$ cat src/isr_pkg.sv
/*
 Package for the interrupt status, request and in-service block.
 Holds register offsets, field positions, reset values and the bus layout.
 Assumes a 16-bit register bus addressed by byte offsets.
*/
package isr_pkg;
    localparam logic [7:0] ISR_OFF_IN_SERVICE = 8'h2C;
    localparam logic [7:0] ISR_OFF_REQUEST = 8'h2E;
    localparam logic [7:0] ISR_OFF_TSTAT = 8'h30;
    localparam logic [7:0] ISR_OFF_IRQ_STAT = 8'h40;
    localparam logic [7:0] ISR_OFF_IRQ_MASK = 8'h42;
    localparam logic [7:0] ISR_OFF_CTRL = 8'h44;
    localparam int ISR_BIT_SUSPEND = 15;
    localparam int ISR_BIT_SERIAL_ZERO = 10;
    localparam int ISR_BIT_SERIAL_ONE = 9;
    localparam int ISR_BIT_EXT_LO = 4;
    localparam int ISR_BIT_DMA_ONE = 3;
    localparam int ISR_BIT_DMA_ZERO = 2;
    localparam int ISR_BIT_TIMER_SUM = 0;
    localparam int ISR_BIT_SLAVE_TIMER_TWO = 5;
    localparam int ISR_BIT_SLAVE_TIMER_ONE = 4;
    localparam logic [15:0] ISR_MASTER_MASK = 16'h07FD;
    localparam logic [15:0] ISR_SLAVE_MASK = 16'h003D;
    localparam logic [15:0] ISR_IN_SERVICE_RST = 16'h0000;
    localparam logic [15:0] ISR_REQUEST_SLAVE_RST = 16'h0000;
    localparam logic [2:0] ISR_IRQ_MASK_RST = 3'h0;
    typedef enum logic [1:0] {
        ISR_MODE_MASTER = 2'b01,
        ISR_MODE_SLAVE = 2'b10
    } isr_mode_t;
endpackage

$ cat src/isr_core.sv
/*
 Interrupt status side: timer status with DMA suspend flag, request register
 in master and slave layouts, in-service register, and an event interrupt.
 Assumes sources, acknowledges and core events are synchronous to sys_clk.
*/
// What this block does
// - While the DMA suspend flag is one, DMA transfer activity is suspended.
// - Any non-maskable interrupt sets the flag; return from interrupt clears it.
// - Timer status low three bits show pending timers; bits 14 to 3 reserved.
// - Master request bit 0 is the OR of the three timer requests.
// - Request register is read-only; the master layout shows current request lines.
// - Master request register has no defined reset value.
// - Master bit 10 is the OR of seven serial port zero sources when enabled.
// - Master bit 9 is the OR of seven serial port one sources when enabled.
// - Master bits 8 to 4 show pending external inputs four to zero.
// - Bit 3 is DMA one or ext six, bit 2 DMA zero or ext five.
// - Slave request bits set on internal request, cleared by acknowledge.
// - Slave request register resets to zero.
// - Slave bit 5 timer 2, bit 4 timer 1, bit 0 timer 0.
// - In-service bit is set when the processor takes that source.
// - In-service resets to zero and follows the request layout of the selected mode.
// - In-service bit at one means the source is being serviced.
`timescale 1ns/1ns
module isr_core
    import isr_pkg::*;
#(
    parameter int NUM_EXT = 5
) (
    // Clock and reset.
    input wire logic sys_clk,
    input wire logic reset,
    // Register port.
    input wire logic [7:0] reg_addr,
    input wire logic [15:0] reg_wdata,
    input wire logic reg_write,
    input wire logic reg_read,
    output logic [15:0] reg_rdata,
    // Mode: one selects slave layout.
    input wire logic slave_mode,
    // Request sources.
    input wire logic [2:0] timer_req,
    input wire logic [NUM_EXT-1:0] ext_irq,
    input wire logic dma_zero_req,
    input wire logic dma_one_req,
    input wire logic external_irq_five,
    input wire logic external_irq_six,
    input wire logic [6:0] serial_zero_sources,
    input wire logic [6:0] serial_one_sources,
    input wire logic serial_zero_enable,
    input wire logic serial_one_enable,
    // Core events.
    input wire logic nmi_event,
    input wire logic return_from_interrupt,
    input wire logic [15:0] take_vector,
    input wire logic [15:0] eoi_vector,
    input wire logic [15:0] slave_ack,
    // Outputs.
    output logic dma_suspend,
    output logic irq_out
);
    isr_mode_t mode;
    logic dma_suspend_flag_reg, dma_suspend_flag_next;
    logic [2:0] timer_pending_reg, timer_pending_next;
    logic [15:0] req_master_reg, req_slave_reg, req_slave_next;
    logic [15:0] in_service_flags_reg, in_service_flags_next;
    logic [2:0] irq_mask_reg;
    logic [2:0] irq_flags;
    logic [2:0] irq_events;
    logic [2:0] irq_clear;
    logic [15:0] read_mux;
    logic nmi_d_reg;

    // Combines an OR of sources with its enable.
    function automatic logic gated_or(input logic [6:0] src, input logic en);
        gated_or = en & (|src);
    endfunction

    assign mode = slave_mode ? ISR_MODE_SLAVE : ISR_MODE_MASTER;
    wire hit_in_service = (reg_addr == ISR_OFF_IN_SERVICE);
    wire hit_request = (reg_addr == ISR_OFF_REQUEST);
    wire hit_tstat = (reg_addr == ISR_OFF_TSTAT);
    wire hit_stat = (reg_addr == ISR_OFF_IRQ_STAT);
    wire hit_mask = (reg_addr == ISR_OFF_IRQ_MASK);
    wire hit_ctrl = (reg_addr == ISR_OFF_CTRL);
    wire wr_tstat = reg_write & hit_tstat;
    wire wr_in_service = reg_write & hit_in_service;
    wire [15:0] layout_mask = (mode == ISR_MODE_SLAVE) ? ISR_SLAVE_MASK : ISR_MASTER_MASK;

    wire [15:0] master_req_now = {5'h00,
        gated_or(serial_zero_sources, serial_zero_enable),
        gated_or(serial_one_sources, serial_one_enable),
        ext_irq[4:0],
        dma_one_req | external_irq_six,
        dma_zero_req | external_irq_five,
        1'b0,
        |timer_req};

    wire [15:0] slave_set = {10'h000, timer_req[2], timer_req[1],
        dma_one_req | external_irq_six, dma_zero_req | external_irq_five,
        1'b0, timer_req[0]};
    assign req_slave_next = ((req_slave_reg & ~slave_ack) | slave_set) & ISR_SLAVE_MASK;

    always_comb
    begin
        dma_suspend_flag_next = dma_suspend_flag_reg;
        if (wr_tstat)
            dma_suspend_flag_next = reg_wdata[ISR_BIT_SUSPEND];
        if (return_from_interrupt)
            dma_suspend_flag_next = 1'b0;
        if (nmi_event)
            dma_suspend_flag_next = 1'b1;
    end

    assign timer_pending_next = timer_req;

    assign in_service_flags_next = ((in_service_flags_reg & ~eoi_vector
        & ~(wr_in_service ? ~reg_wdata : 16'h0000)) | take_vector) & layout_mask;

    always_comb
    begin
        read_mux = 16'h0000;
        if (hit_in_service)
            read_mux = in_service_flags_reg;
        else if (hit_request)
            read_mux = (mode == ISR_MODE_SLAVE) ? req_slave_reg : req_master_reg;
        else if (hit_tstat)
            read_mux = {dma_suspend_flag_reg, 12'h000, timer_pending_reg};
        else if (hit_stat)
            read_mux = {13'h0000, irq_flags};
        else if (hit_mask)
            read_mux = {13'h0000, irq_mask_reg};
        else if (hit_ctrl)
            read_mux = {15'h0000, slave_mode};
    end

    assign irq_events = {nmi_event & ~nmi_d_reg, return_from_interrupt, |take_vector};
    assign irq_clear = (reg_write & hit_stat) ? reg_wdata[2:0] : 3'h0;

    isr_sticky #(
        .WIDTH(3)
    ) u_sticky (
        .sys_clk(sys_clk),
        .reset(reset),
        .set_in(irq_events),
        .clr_in(irq_clear),
        .flag_out(irq_flags)
    );

    always_ff @(posedge sys_clk)
    begin
        req_master_reg <= master_req_now;
    end

    always_ff @(posedge sys_clk)
    begin
        if (reset)
        begin
            req_slave_reg <= ISR_REQUEST_SLAVE_RST;
            in_service_flags_reg <= ISR_IN_SERVICE_RST;
            dma_suspend_flag_reg <= 1'b0;
            timer_pending_reg <= 3'h0;
            irq_mask_reg <= ISR_IRQ_MASK_RST;
            nmi_d_reg <= 1'b0;
        end
        else
        begin
            req_slave_reg <= req_slave_next;
            in_service_flags_reg <= in_service_flags_next;
            dma_suspend_flag_reg <= dma_suspend_flag_next;
            timer_pending_reg <= timer_pending_next;
            nmi_d_reg <= nmi_event;
            if (reg_write & hit_mask)
                irq_mask_reg <= reg_wdata[2:0];
        end
    end

    always_ff @(posedge sys_clk)
    begin
        if (reset)
        begin
            reg_rdata <= 16'h0000;
            dma_suspend <= 1'b0;
            irq_out <= 1'b0;
        end
        else
        begin
            reg_rdata <= reg_read ? read_mux : 16'h0000;
            dma_suspend <= dma_suspend_flag_next;
            irq_out <= |(irq_flags & ~irq_mask_reg);
        end
    end

    // The request and timer read checks below compare read data against the inputs two edges back:
    // one edge for the request or timer snapshot and one for the registered read port.

    AST_SUSPEND_FLAG: assert property (@(posedge sys_clk) disable iff (reset)
        dma_suspend == dma_suspend_flag_reg)
        else $error("dma suspend does not follow flag");
    AST_NMI_SETS: assert property (@(posedge sys_clk) disable iff (reset)
        nmi_event |=> dma_suspend_flag_reg && dma_suspend)
        else $error("nmi did not set suspend flag");
    AST_RET_CLEARS: assert property (@(posedge sys_clk) disable iff (reset)
        return_from_interrupt && !nmi_event |=> !dma_suspend_flag_reg)
        else $error("return did not clear suspend flag");
    AST_SOFT_WRITE: assert property (@(posedge sys_clk) disable iff (reset)
        wr_tstat && !nmi_event && !return_from_interrupt
        |=> dma_suspend_flag_reg == $past(reg_wdata[ISR_BIT_SUSPEND]))
        else $error("software write to suspend flag lost");
    AST_TIMER_BITS: assert property (@(posedge sys_clk) disable iff (reset)
        reg_read && hit_tstat |=> reg_rdata[2:0] == $past(timer_req, 2))
        else $error("timer status bits wrong");
    AST_TIMER_SUMMARY: assert property (@(posedge sys_clk) disable iff (reset)
        !slave_mode && reg_read && hit_request |=> reg_rdata[0] == |$past(timer_req, 2))
        else $error("timer summary wrong");
    AST_RDATA_IDLE: assert property (@(posedge sys_clk) disable iff (reset)
        !reg_read |=> reg_rdata == 16'h0000)
        else $error("read data present without a read");
    AST_SERIAL_ZERO: assert property (@(posedge sys_clk) disable iff (reset)
        !slave_mode && reg_read && hit_request |=> reg_rdata[ISR_BIT_SERIAL_ZERO]
        == ($past(serial_zero_enable, 2) && (|$past(serial_zero_sources, 2))))
        else $error("serial port zero request bit wrong");
    AST_SERIAL_ONE: assert property (@(posedge sys_clk) disable iff (reset)
        !slave_mode && reg_read && hit_request |=> reg_rdata[ISR_BIT_SERIAL_ONE]
        == ($past(serial_one_enable, 2) && (|$past(serial_one_sources, 2))))
        else $error("serial port one request bit wrong");
    AST_EXT_BITS: assert property (@(posedge sys_clk) disable iff (reset)
        !slave_mode && reg_read && hit_request |=> reg_rdata[8:4] == $past(ext_irq[4:0], 2))
        else $error("external request bits wrong");
    AST_DMA_ONE_PAIR: assert property (@(posedge sys_clk) disable iff (reset)
        !slave_mode && reg_read && hit_request |=> reg_rdata[ISR_BIT_DMA_ONE]
        == ($past(dma_one_req, 2) || $past(external_irq_six, 2)))
        else $error("dma one pair bit wrong");
    AST_DMA_ZERO_PAIR: assert property (@(posedge sys_clk) disable iff (reset)
        !slave_mode && reg_read && hit_request |=> reg_rdata[ISR_BIT_DMA_ZERO]
        == ($past(dma_zero_req, 2) || $past(external_irq_five, 2)))
        else $error("dma zero pair bit wrong");
    AST_SLAVE_ACK: assert property (@(posedge sys_clk) disable iff (reset)
        slave_ack[0] && !timer_req[0] |=> !req_slave_reg[0])
        else $error("slave ack did not clear");
    AST_SLAVE_RESET: assert property (@(posedge sys_clk) disable iff (reset)
        $fell(reset) |-> req_slave_reg == ISR_REQUEST_SLAVE_RST)
        else $error("slave request not zero after reset");
    AST_SLAVE_T2: assert property (@(posedge sys_clk) disable iff (reset)
        timer_req[2] |=> req_slave_reg[ISR_BIT_SLAVE_TIMER_TWO])
        else $error("slave timer two not set");
    AST_SLAVE_T1: assert property (@(posedge sys_clk) disable iff (reset)
        timer_req[1] |=> req_slave_reg[ISR_BIT_SLAVE_TIMER_ONE])
        else $error("slave timer one not set");
    AST_SLAVE_T0: assert property (@(posedge sys_clk) disable iff (reset)
        timer_req[0] |=> req_slave_reg[ISR_BIT_TIMER_SUM])
        else $error("slave timer zero not set");
    AST_SLAVE_LAYOUT: assert property (@(posedge sys_clk) disable iff (reset)
        slave_mode && reg_read && hit_request |=> reg_rdata[15:6] == 10'h000)
        else $error("slave request reserved bits nonzero");
    AST_TAKE_SETS: assert property (@(posedge sys_clk) disable iff (reset)
        !slave_mode && take_vector[ISR_BIT_SERIAL_ZERO]
        |=> in_service_flags_reg[ISR_BIT_SERIAL_ZERO])
        else $error("in-service not set on take");
    AST_SERVICE_RESET: assert property (@(posedge sys_clk) disable iff (reset)
        $fell(reset) |-> in_service_flags_reg == ISR_IN_SERVICE_RST)
        else $error("in-service not zero after reset");
    AST_SERVICE_END: assert property (@(posedge sys_clk) disable iff (reset)
        eoi_vector[ISR_BIT_DMA_ZERO] && !take_vector[ISR_BIT_DMA_ZERO]
        |=> !in_service_flags_reg[ISR_BIT_DMA_ZERO])
        else $error("in-service bit held after end of service");
    AST_RESERVED: assert property (@(posedge sys_clk) disable iff (reset)
        reg_read && hit_tstat |=> reg_rdata[14:3] == 12'h000)
        else $error("reserved bits nonzero");
    AST_REQ_RESERVED: assert property (@(posedge sys_clk) disable iff (reset)
        reg_read && hit_request |=> reg_rdata[15:11] == 5'h00)
        else $error("request reserved bits nonzero");

    // Covers for the main scenarios: suspend cycle, interrupt, slave, service.
    COV_NMI: cover property (@(posedge sys_clk) disable iff (reset)
        nmi_event ##[1:20] return_from_interrupt);
    COV_IRQ: cover property (@(posedge sys_clk) disable iff (reset) irq_out);
    COV_SLAVE: cover property (@(posedge sys_clk) disable iff (reset)
        slave_mode && req_slave_reg[ISR_BIT_DMA_ONE]);
    COV_SERVICE: cover property (@(posedge sys_clk) disable iff (reset)
        in_service_flags_reg[ISR_BIT_SERIAL_ZERO] ##[1:20] eoi_vector[ISR_BIT_SERIAL_ZERO]);
    COV_SERIAL: cover property (@(posedge sys_clk) disable iff (reset)
        req_master_reg[ISR_BIT_SERIAL_ZERO] && req_master_reg[ISR_BIT_SERIAL_ONE]);
endmodule

$ cat src/isr_sticky.sv
/*
 Sticky event flag bank with write-one-to-clear; set wins over clear.
 Assumes set and clear pulses are synchronous to the system clock.
*/
`timescale 1ns/1ns
module isr_sticky #(
    parameter int WIDTH = 3
) (
    // Clock and reset.
    input wire logic sys_clk,
    input wire logic reset,
    // Events and clears.
    input wire logic [WIDTH-1:0] set_in,
    input wire logic [WIDTH-1:0] clr_in,
    // Flags.
    output logic [WIDTH-1:0] flag_out
);
    always_ff @(posedge sys_clk)
    begin
        if (reset)
            flag_out <= '0;
        else
            flag_out <= set_in | (flag_out & ~clr_in);
    end
endmodule
$ cat config.mk
export PLATFORM = sky130hd
export DESIGN_NAME = isr_core
export DESIGN_NICKNAME = d
export VERILOG_FILES = /design/src/isr_pkg.sv /design/src/isr_core.sv /design/src/isr_sticky.sv
export SDC_FILE = /design/constraint.sdc
export NUM_CORES = 1
export LEC_CHECK = 0
export BUFFER_PORTS_ARGS = -buffer_cell sky130_fd_sc_hd__clkbuf_2
export CORE_MARGIN = 2
export CORE_UTILIZATION = 37
export CTS_CLUSTER_DIAMETER = 150
export DETAILED_ROUTE_END_ITERATION = 8
export GPL_ROUTABILITY_DRIVEN = 0
export PLACE_DENSITY = 0.77
export SLEW_MARGIN = 10
export SYNTH_ARGS = -nofsm -noshare
export SYNTH_HDL_FRONTEND = slang
export SYNTH_SLANG_ARGS = --single-unit
export TNS_END_PERCENT = 10
$ cat constraint.sdc
create_clock -name sys_clk -period 2.3 [get_ports sys_clk]
set_input_delay 0.345 -clock sys_clk [delete_from_list [all_inputs] [get_ports sys_clk]]
set_output_delay 0.345 -clock sys_clk [all_outputs]
set_load 0.05 [all_outputs]
==> results by group, run 1 <==
Outcome
  – Status: complete, no violations

Clock tree
  – CTS H-tree lvls: 2
  – Post-CTS Resized: 0
  – CTS tree: done
  – Reg clk slew, reported paths: 0.09 ns
  – Post-CTS Setup Repair Bufs: 0
  – Hold-fix buffers, CTS: 0
  – TritonCTS buffer count: 5
  – Longest Clk Path Bufs: 2
  – CTS Root Cell: clkbuf_8
  – Clk sinks: 49
  – Worst-skew pair later-pin latency: 0.30 ns

Placement
  – Port Buffers: 99
  – Post-DP Area: 0.00252 sq mm
  – DP Cell Count: 381
  – Hpwl dp: 3.87 mm

Synth
  – Synth area leader: dfxtp_1
  – Post-synthesis sequential area ratio: 0.498
  – Synth cell types: 38
  – Syn avg cell area: 9.04 sq um
  – Synth warn: 0
  – Leading post-synthesis cells by cell area: dfxtp_1, nor2b_1, a21oi_1
  – Post-Syn Area: 0.00197 sq mm
  – Yosys top cell area share: 0.498
  – Post-Syn Instances: 218
  – FF+latch count, synth: 49

Drt
  – Routed wire length per instance: 12.8 um
  – DRT Pass-1 Iters: 4
  – Final WL: 4.96 mm
  – # DRC: 0
  – Detailed Route Iter0 Violations: 75
  – Post-route ant nets: 0
  – Via count: 1852
  – Avg Vias per Cell: 4.76

Layout
  – Nets@finish: 425
  – P&R area growth vs syn: 32.7%
  – Ant diodes: 0
  – Cell area after layout: 0.00262 sq mm
  – Non-Filler Instances: 389
  – Max reg flops: 12
  – Share of cells above drive strength 1: 0.370

Timing
  – Max Clk Rate: 0.560 GHz
  – Fin crit share: 0.776
  – Worst Hold Slack: 0.139 ns
  – Fin crit period: 1.79 ns
  – Final Hold Viols: 0
  – RSZ-0062 raised after global routing: false
  – Clock Skew: 0.00230 ns
  – Max transition margin: 0.598
  – Finish-stage setup viols: 0
  – Worst Tran Pin Value: 0.597 ns
  – Setup Total Neg Slack: 0 ns
  – Fin. max-slew vios: 0

Die
  – Chip width: 77.0 um
  – Chip Height: 77.0 um
  – Row count: 26
  – # IOs: 125
  – Core Area: 0.00514 sq mm
  – Die area: 0.00593 sq mm
  – Initial core utilization: 0.383

Pwr
  – VDD IR-drop max: 0.000332 V
  – PD cells: 621 mW/mm^2
  – Leakage: 0.00126 uW

Global routing
  – Initial antenna violation count: 0
  – Vias in the first global route: 1776
  – Total track usage: 0.166
  – First-pass GRT wire length: 7.88 mm
  – Largest net degree at the start of global routing: 26
  – Grt total ovfl: 0

Flow run
  – Max-cap violations: 0

Hold path
  – Hold WC Path Type: input pin to flop

Critical path
  – Crit-path cells: clkbuf_2, or4b_4, nor3_4, nand3b_1, o21ai_0, a21oi_1
  – Critical-path maximum fanout: 10
  – Worst path buffer plus inverter count: 1
  – Req. time, crit path: 2.48 ns
  – Setup CP Type: input pin to flop
  – CP arrival: 1.97 ns
  – CP max stage delay: 0.54 ns
  – Slowest cell on the critical path: or4b_4
  – Nature of the critical path startpoint: input pin
  – Crit end category: flop
  – CP delay by family, top: simple AND/OR/NAND/NOR gates
[worst paths after layout]
path	cells past startpoint	startpoint	to	slack, ns
hold / removal	1	ext_irq[1]	req_master_reg[5]	0.14
setup / recovery	6	reg_addr[4]	in_service_flags_reg[4]	0.51
hold reg to reg	1	req_master_reg[10]	reg_rdata[10]	0.46
setup reg to reg	5	req_slave_reg[0]	reg_rdata[0]	1.21
[worst register-to-register path, delay by kind of cell (launching register included)]
family	cells	cell delay [ns]
AO/OA/AOI/OAI	3	0.31
flip-flops	1	0.33
multiplexers	1	0.28
AND/OR/NAND/NOR	1	0.07
[final cells by class]
class	count	area [sq um]
tap	70	87.6
multi-input combinational	143	876
sequential	49	981
timing repair buffer	100	503
clock buffer	6	82.6
clock inverter	2	13.8
fill	527	2520
inverter	19	71.3
[kinds of logic after synthesis]
group | synth area share
and+or+nand+nor | 0.227
buffers and inverters | 0.0635
muxes | 0.0571
other | 0.00190
AOI/OAI and AO/OA | 0.152
DFF | 0.498
[power by group]
| group | internal, uW | switching, uW | total [uW] |
|---|---|---|---|
| sequential | 883 | 16.0 | 899 |
| combinational | 91.6 | 101 | 193 |
| clock | 244 | 287 | 531 |
| total | 1220 | 404 | 1620 |
[cells in the mapped netlist, drive strengths merged]
library cell	count
a222oi	1
or3	2
nand3b	1
mux2i	9
dfxtp	49
nand4	1
o21ai	13
a22oi	2
a2bb2oi	1
nor3b	1
a21o	2
nor3	5
a22o	5
a32oi	1
or2	4
mux2	2
nand2b	1
clkbuf	5
o22ai	1
a21oi	21
buf	5
and3	3
conb	1
o21bai	1
or4bb	1
nand2	12
a21boi	2
nor2	19
or4b	2
nor2b	17
inv	19
or4	1
nor4	7
and2	1
[stage by stage]
step,utilization,worst slack (ns),power (uW)
CTS,0.509,0.497,1630
floorplan,-,0.584,1010
global route,0.509,0.397,1700
detailed placement,0.490,0.183,1110
global placement,0.490,0.225,1110
finish,0.509,0.514,1620
[layout by cell type (no fill, tap or decap), drive strengths merged, types with 2 or more instances in the layout]
cell type and n:
a21boi 2, a21o 2, a21oi 21, a22o 5, a22oi 2, and3 3
clkbuf 105, clkinv 2, conb 4, dfxtp 49, inv 19, mux2 2
mux2i 9, nand2 12, nor2 19, nor2b 17, nor3 5, nor4 7
o21ai 13, or2 4, or3 2, or4b 2
[routing by layer]
metal	up-vias	GRT usage	wire, um
met5	-	0	0
met2	76	0.273	2410
met3	13	0.0376	304
li1	936	-	-
met1	827	0.209	2140
met4	0	0.0714	113
Note: power is estimated with default switching activity, not from simulation.
==> inputs of run 2 (changes only) <==
--- a/config.mk
+++ b/config.mk
@@ -5,13 +5,14 @@
 export SDC_FILE = /design/constraint.sdc
 export NUM_CORES = 1
 export LEC_CHECK = 0
+export ABC_AREA = 1
 export BUFFER_PORTS_ARGS = -buffer_cell sky130_fd_sc_hd__clkbuf_2
 export CORE_MARGIN = 2
 export CORE_UTILIZATION = 37
 export CTS_CLUSTER_DIAMETER = 150
 export DETAILED_ROUTE_END_ITERATION = 8
 export GPL_ROUTABILITY_DRIVEN = 0
-export PLACE_DENSITY = 0.77
+export PLACE_DENSITY = 0.79
 export SLEW_MARGIN = 10
 export SYNTH_ARGS = -nofsm -noshare
 export SYNTH_HDL_FRONTEND = slang
==> constraint.sdc (replaced) <==
create_clock -name sys_clk -period 1.5 [get_ports sys_clk]
set_input_delay 0.225 -clock sys_clk [delete_from_list [all_inputs] [get_ports sys_clk]]
set_output_delay 0.225 -clock sys_clk [all_outputs]
set_load 0.05 [all_outputs]
==> results by group, run 2 <==
Synth
  – Post-synth ARST share: 0
  – Synth cell types: 28
  – Most frequent cell after synthesis: nand2_1
  – Syn avg cell area: 7.37 sq um
  – FF+latch count, synth: 49
  – Synth warn: 0
  – Commonest cells post-synth: nand2_1, dfxtp_1, inv_1, nor2_1, a21oi_1
  – Synth area leader: dfxtp_1
  – Post-synthesis sequential area ratio: 0.467
  – Ys flop type: dfxtp_1
  – Post-Syn Instances: 285
  – Number of flops mapped to enable cells by yosys: 0
  – Yosys top cell area share: 0.467
  – Post-Syn Area: 0.00210 sq mm
  – Leading post-synthesis cells by cell area: dfxtp_1, nand2_1, inv_1

Timing
  – Fin crit period: 1.13 ns
  – Fin crit share: 0.755
  – Setup Total Neg Slack: 0 ns
  – Final Hold Viols: 0
  – RSZ-0062 raised after global routing: false
  – Max Clk Rate: 0.883 GHz
  – Finish-stage setup viols: 0
  – Fin. max-slew vios: 0
  – Clock Skew: 0.00676 ns

Clock tree
  – Hold-fix buffers, CTS: 0
  – Clk sinks: 49
  – Post-CTS Resized: 0
  – CTS Root Cell: clkbuf_8
  – Reg clk slew, reported paths: 0.09 ns
  – TritonCTS buffer count: 5
  – Longest Clk Path Bufs: 2
  – Post-CTS Setup Repair Bufs: 0
  – CTS tree: done
  – CTS H-tree lvls: 2
  – Worst-skew pair later-pin latency: 0.30 ns

Pwr
  – Leakage: 0.00144 uW
  – Sequential share of power: 0.514
  – Total chip power: 2670 uW
  – Internal power: 2030 uW
  – VDD IR-drop max: 0.000557 V
  – P_sw: 640 uW
  – Clk pwr share: 0.366
  – Sw Share: 0.239
  – Gate power share: 0.120
  – PD cells: 963 mW/mm^2

Critical path
  – Req. time, crit path: 1.27 ns
  – CP arrival: 0.91 ns
  – Setup CP Type: flop to output port
  – CP max stage delay: 0.33 ns
  – Critical-path maximum fanout: 1
  – Crit end category: output port
  – CP delay by family, top: flip-flops
  – Slowest cell on the critical path: dfxtp_1
  – Nature of the critical path startpoint: flop
  – Worst path buffer plus inverter count: 1
  – Crit-path cells: clkbuf_2

Global routing
  – Largest net degree at the start of global routing: 18
  – Initial antenna violation count: 0
  – Grt total ovfl: 0
  – First-pass GRT wire length: 8.46 mm
  – Total track usage: 0.174
  – Vias in the first global route: 1964

Placement
  – Post-DP Area: 0.00265 sq mm
  – Hpwl dp: 4.37 mm
  – Port Buffers: 99
  – DP Cell Count: 453

Layout
  – Cell area after layout: 0.00277 sq mm
  – P&R area growth vs syn: 32.1%
  – Commonest cells after routing, fill and taps aside: clkbuf_2, nand2_1, dfxtp_1
  – Non-Filler Instances: 461
  – Share of cells above drive strength 1: 0.329
  – Commonest non-fill, non-tap cell in the layout: clkbuf_2
  – Max reg flops: 12
  – Nets@finish: 495
  – Ant diodes: 0

Drt
  – Avg Vias per Cell: 4.44
  – DRT Pass-1 Iters: 4
  – Via count: 2049
  – # DRC: 0
  – Post-route ant nets: 0
  – Final WL: 5.41 mm
  – Detailed Route Iter0 Violations: 97
  – Routed wire length per instance: 11.7 um

Outcome
  – Status: complete, no violations

Die
  – Die area: 0.00629 sq mm
  – Initial core utilization: 0.381
  – # IOs: 125
  – Row count: 27
  – Core Area: 0.00551 sq mm
  – Chip width: 79.3 um
  – Chip Height: 79.3 um

Hold path
  – Hold WC Path Type: input pin to flop

Flow run
  – Max-cap violations: 0
[run 2: logic make-up (layout without fill, tap and decap cells)]
| logic type | after synthesis | after routing | share of synthesized area |
|---|---|---|---|
| buffers and inverters | 56 | 157 | 0.112 |
| AO/OA/AOI/OAI | 49 | 49 | 0.125 |
| other | 1 | 4 | 0.00179 |
| flip-flops | 49 | 49 | 0.467 |
| multiplexers | 2 | 2 | 0.00954 |
| AND/OR/NAND/NOR | 128 | 128 | 0.285 |
[run 2: stage by stage]
step / hold WS [ns] / worst slack (ns) / util
after detailed placement: 0.329 / 0.164 / 0.482
after global placement: 0.328 / 0.219 / 0.482
after floorplan: 0.253 / 0.440 / -
after global routing: 0.000971 / 0.322 / 0.504
after CTS: 0.00569 / 0.349 / 0.504
final: 0.0140 / 0.367 / 0.504
[run 2: worst paths after layout]
kind / startpoint / slack (ns) / end / depth (start not counted)
max: reg_rdata[4] / 0.37 / reg_rdata[4] / 1
min: ext_irq[0] / 0.01 / req_master_reg[4] / 1
max reg2reg: irq_mask_reg[0] / 0.62 / reg_rdata[0] / 6
min reg2reg: nmi_d_reg / 0.45 / u_sticky.flag_out[2] / 1
[run 2: cell type report]
| cell class | count | area [sq um] |
|---|---|---|
| clock buffers | 6 | 82.6 |
| clock inverters | 2 | 37.5 |
| fillers | 549 | 2730 |
| inverters | 49 | 185 |
| multi-input cells | 183 | 895 |
| flip-flops and latches | 49 | 981 |
| well taps | 72 | 90.1 |
| repair buffers | 100 | 503 |
[run 2: power by group through the flow]
stage / Combinational, uW / Sequential, uW / Clock (uW)
final: 321 / 1380 / 977
after global routing: 357 / 1380 / 1050
after floorplan: 160 / 1420 / 0
after detailed placement: 320 / 1410 / 0
after CTS: 322 / 1380 / 997
after global placement: 314 / 1400 / 0
[run 2: per-layer routing]
layer / global-route usage / share of wire
met5: 0 / 0
met4: 0.0810 / 0.017
met3: 0.0330 / 0.047
met2: 0.297 / 0.50
met1: 0.209 / 0.43
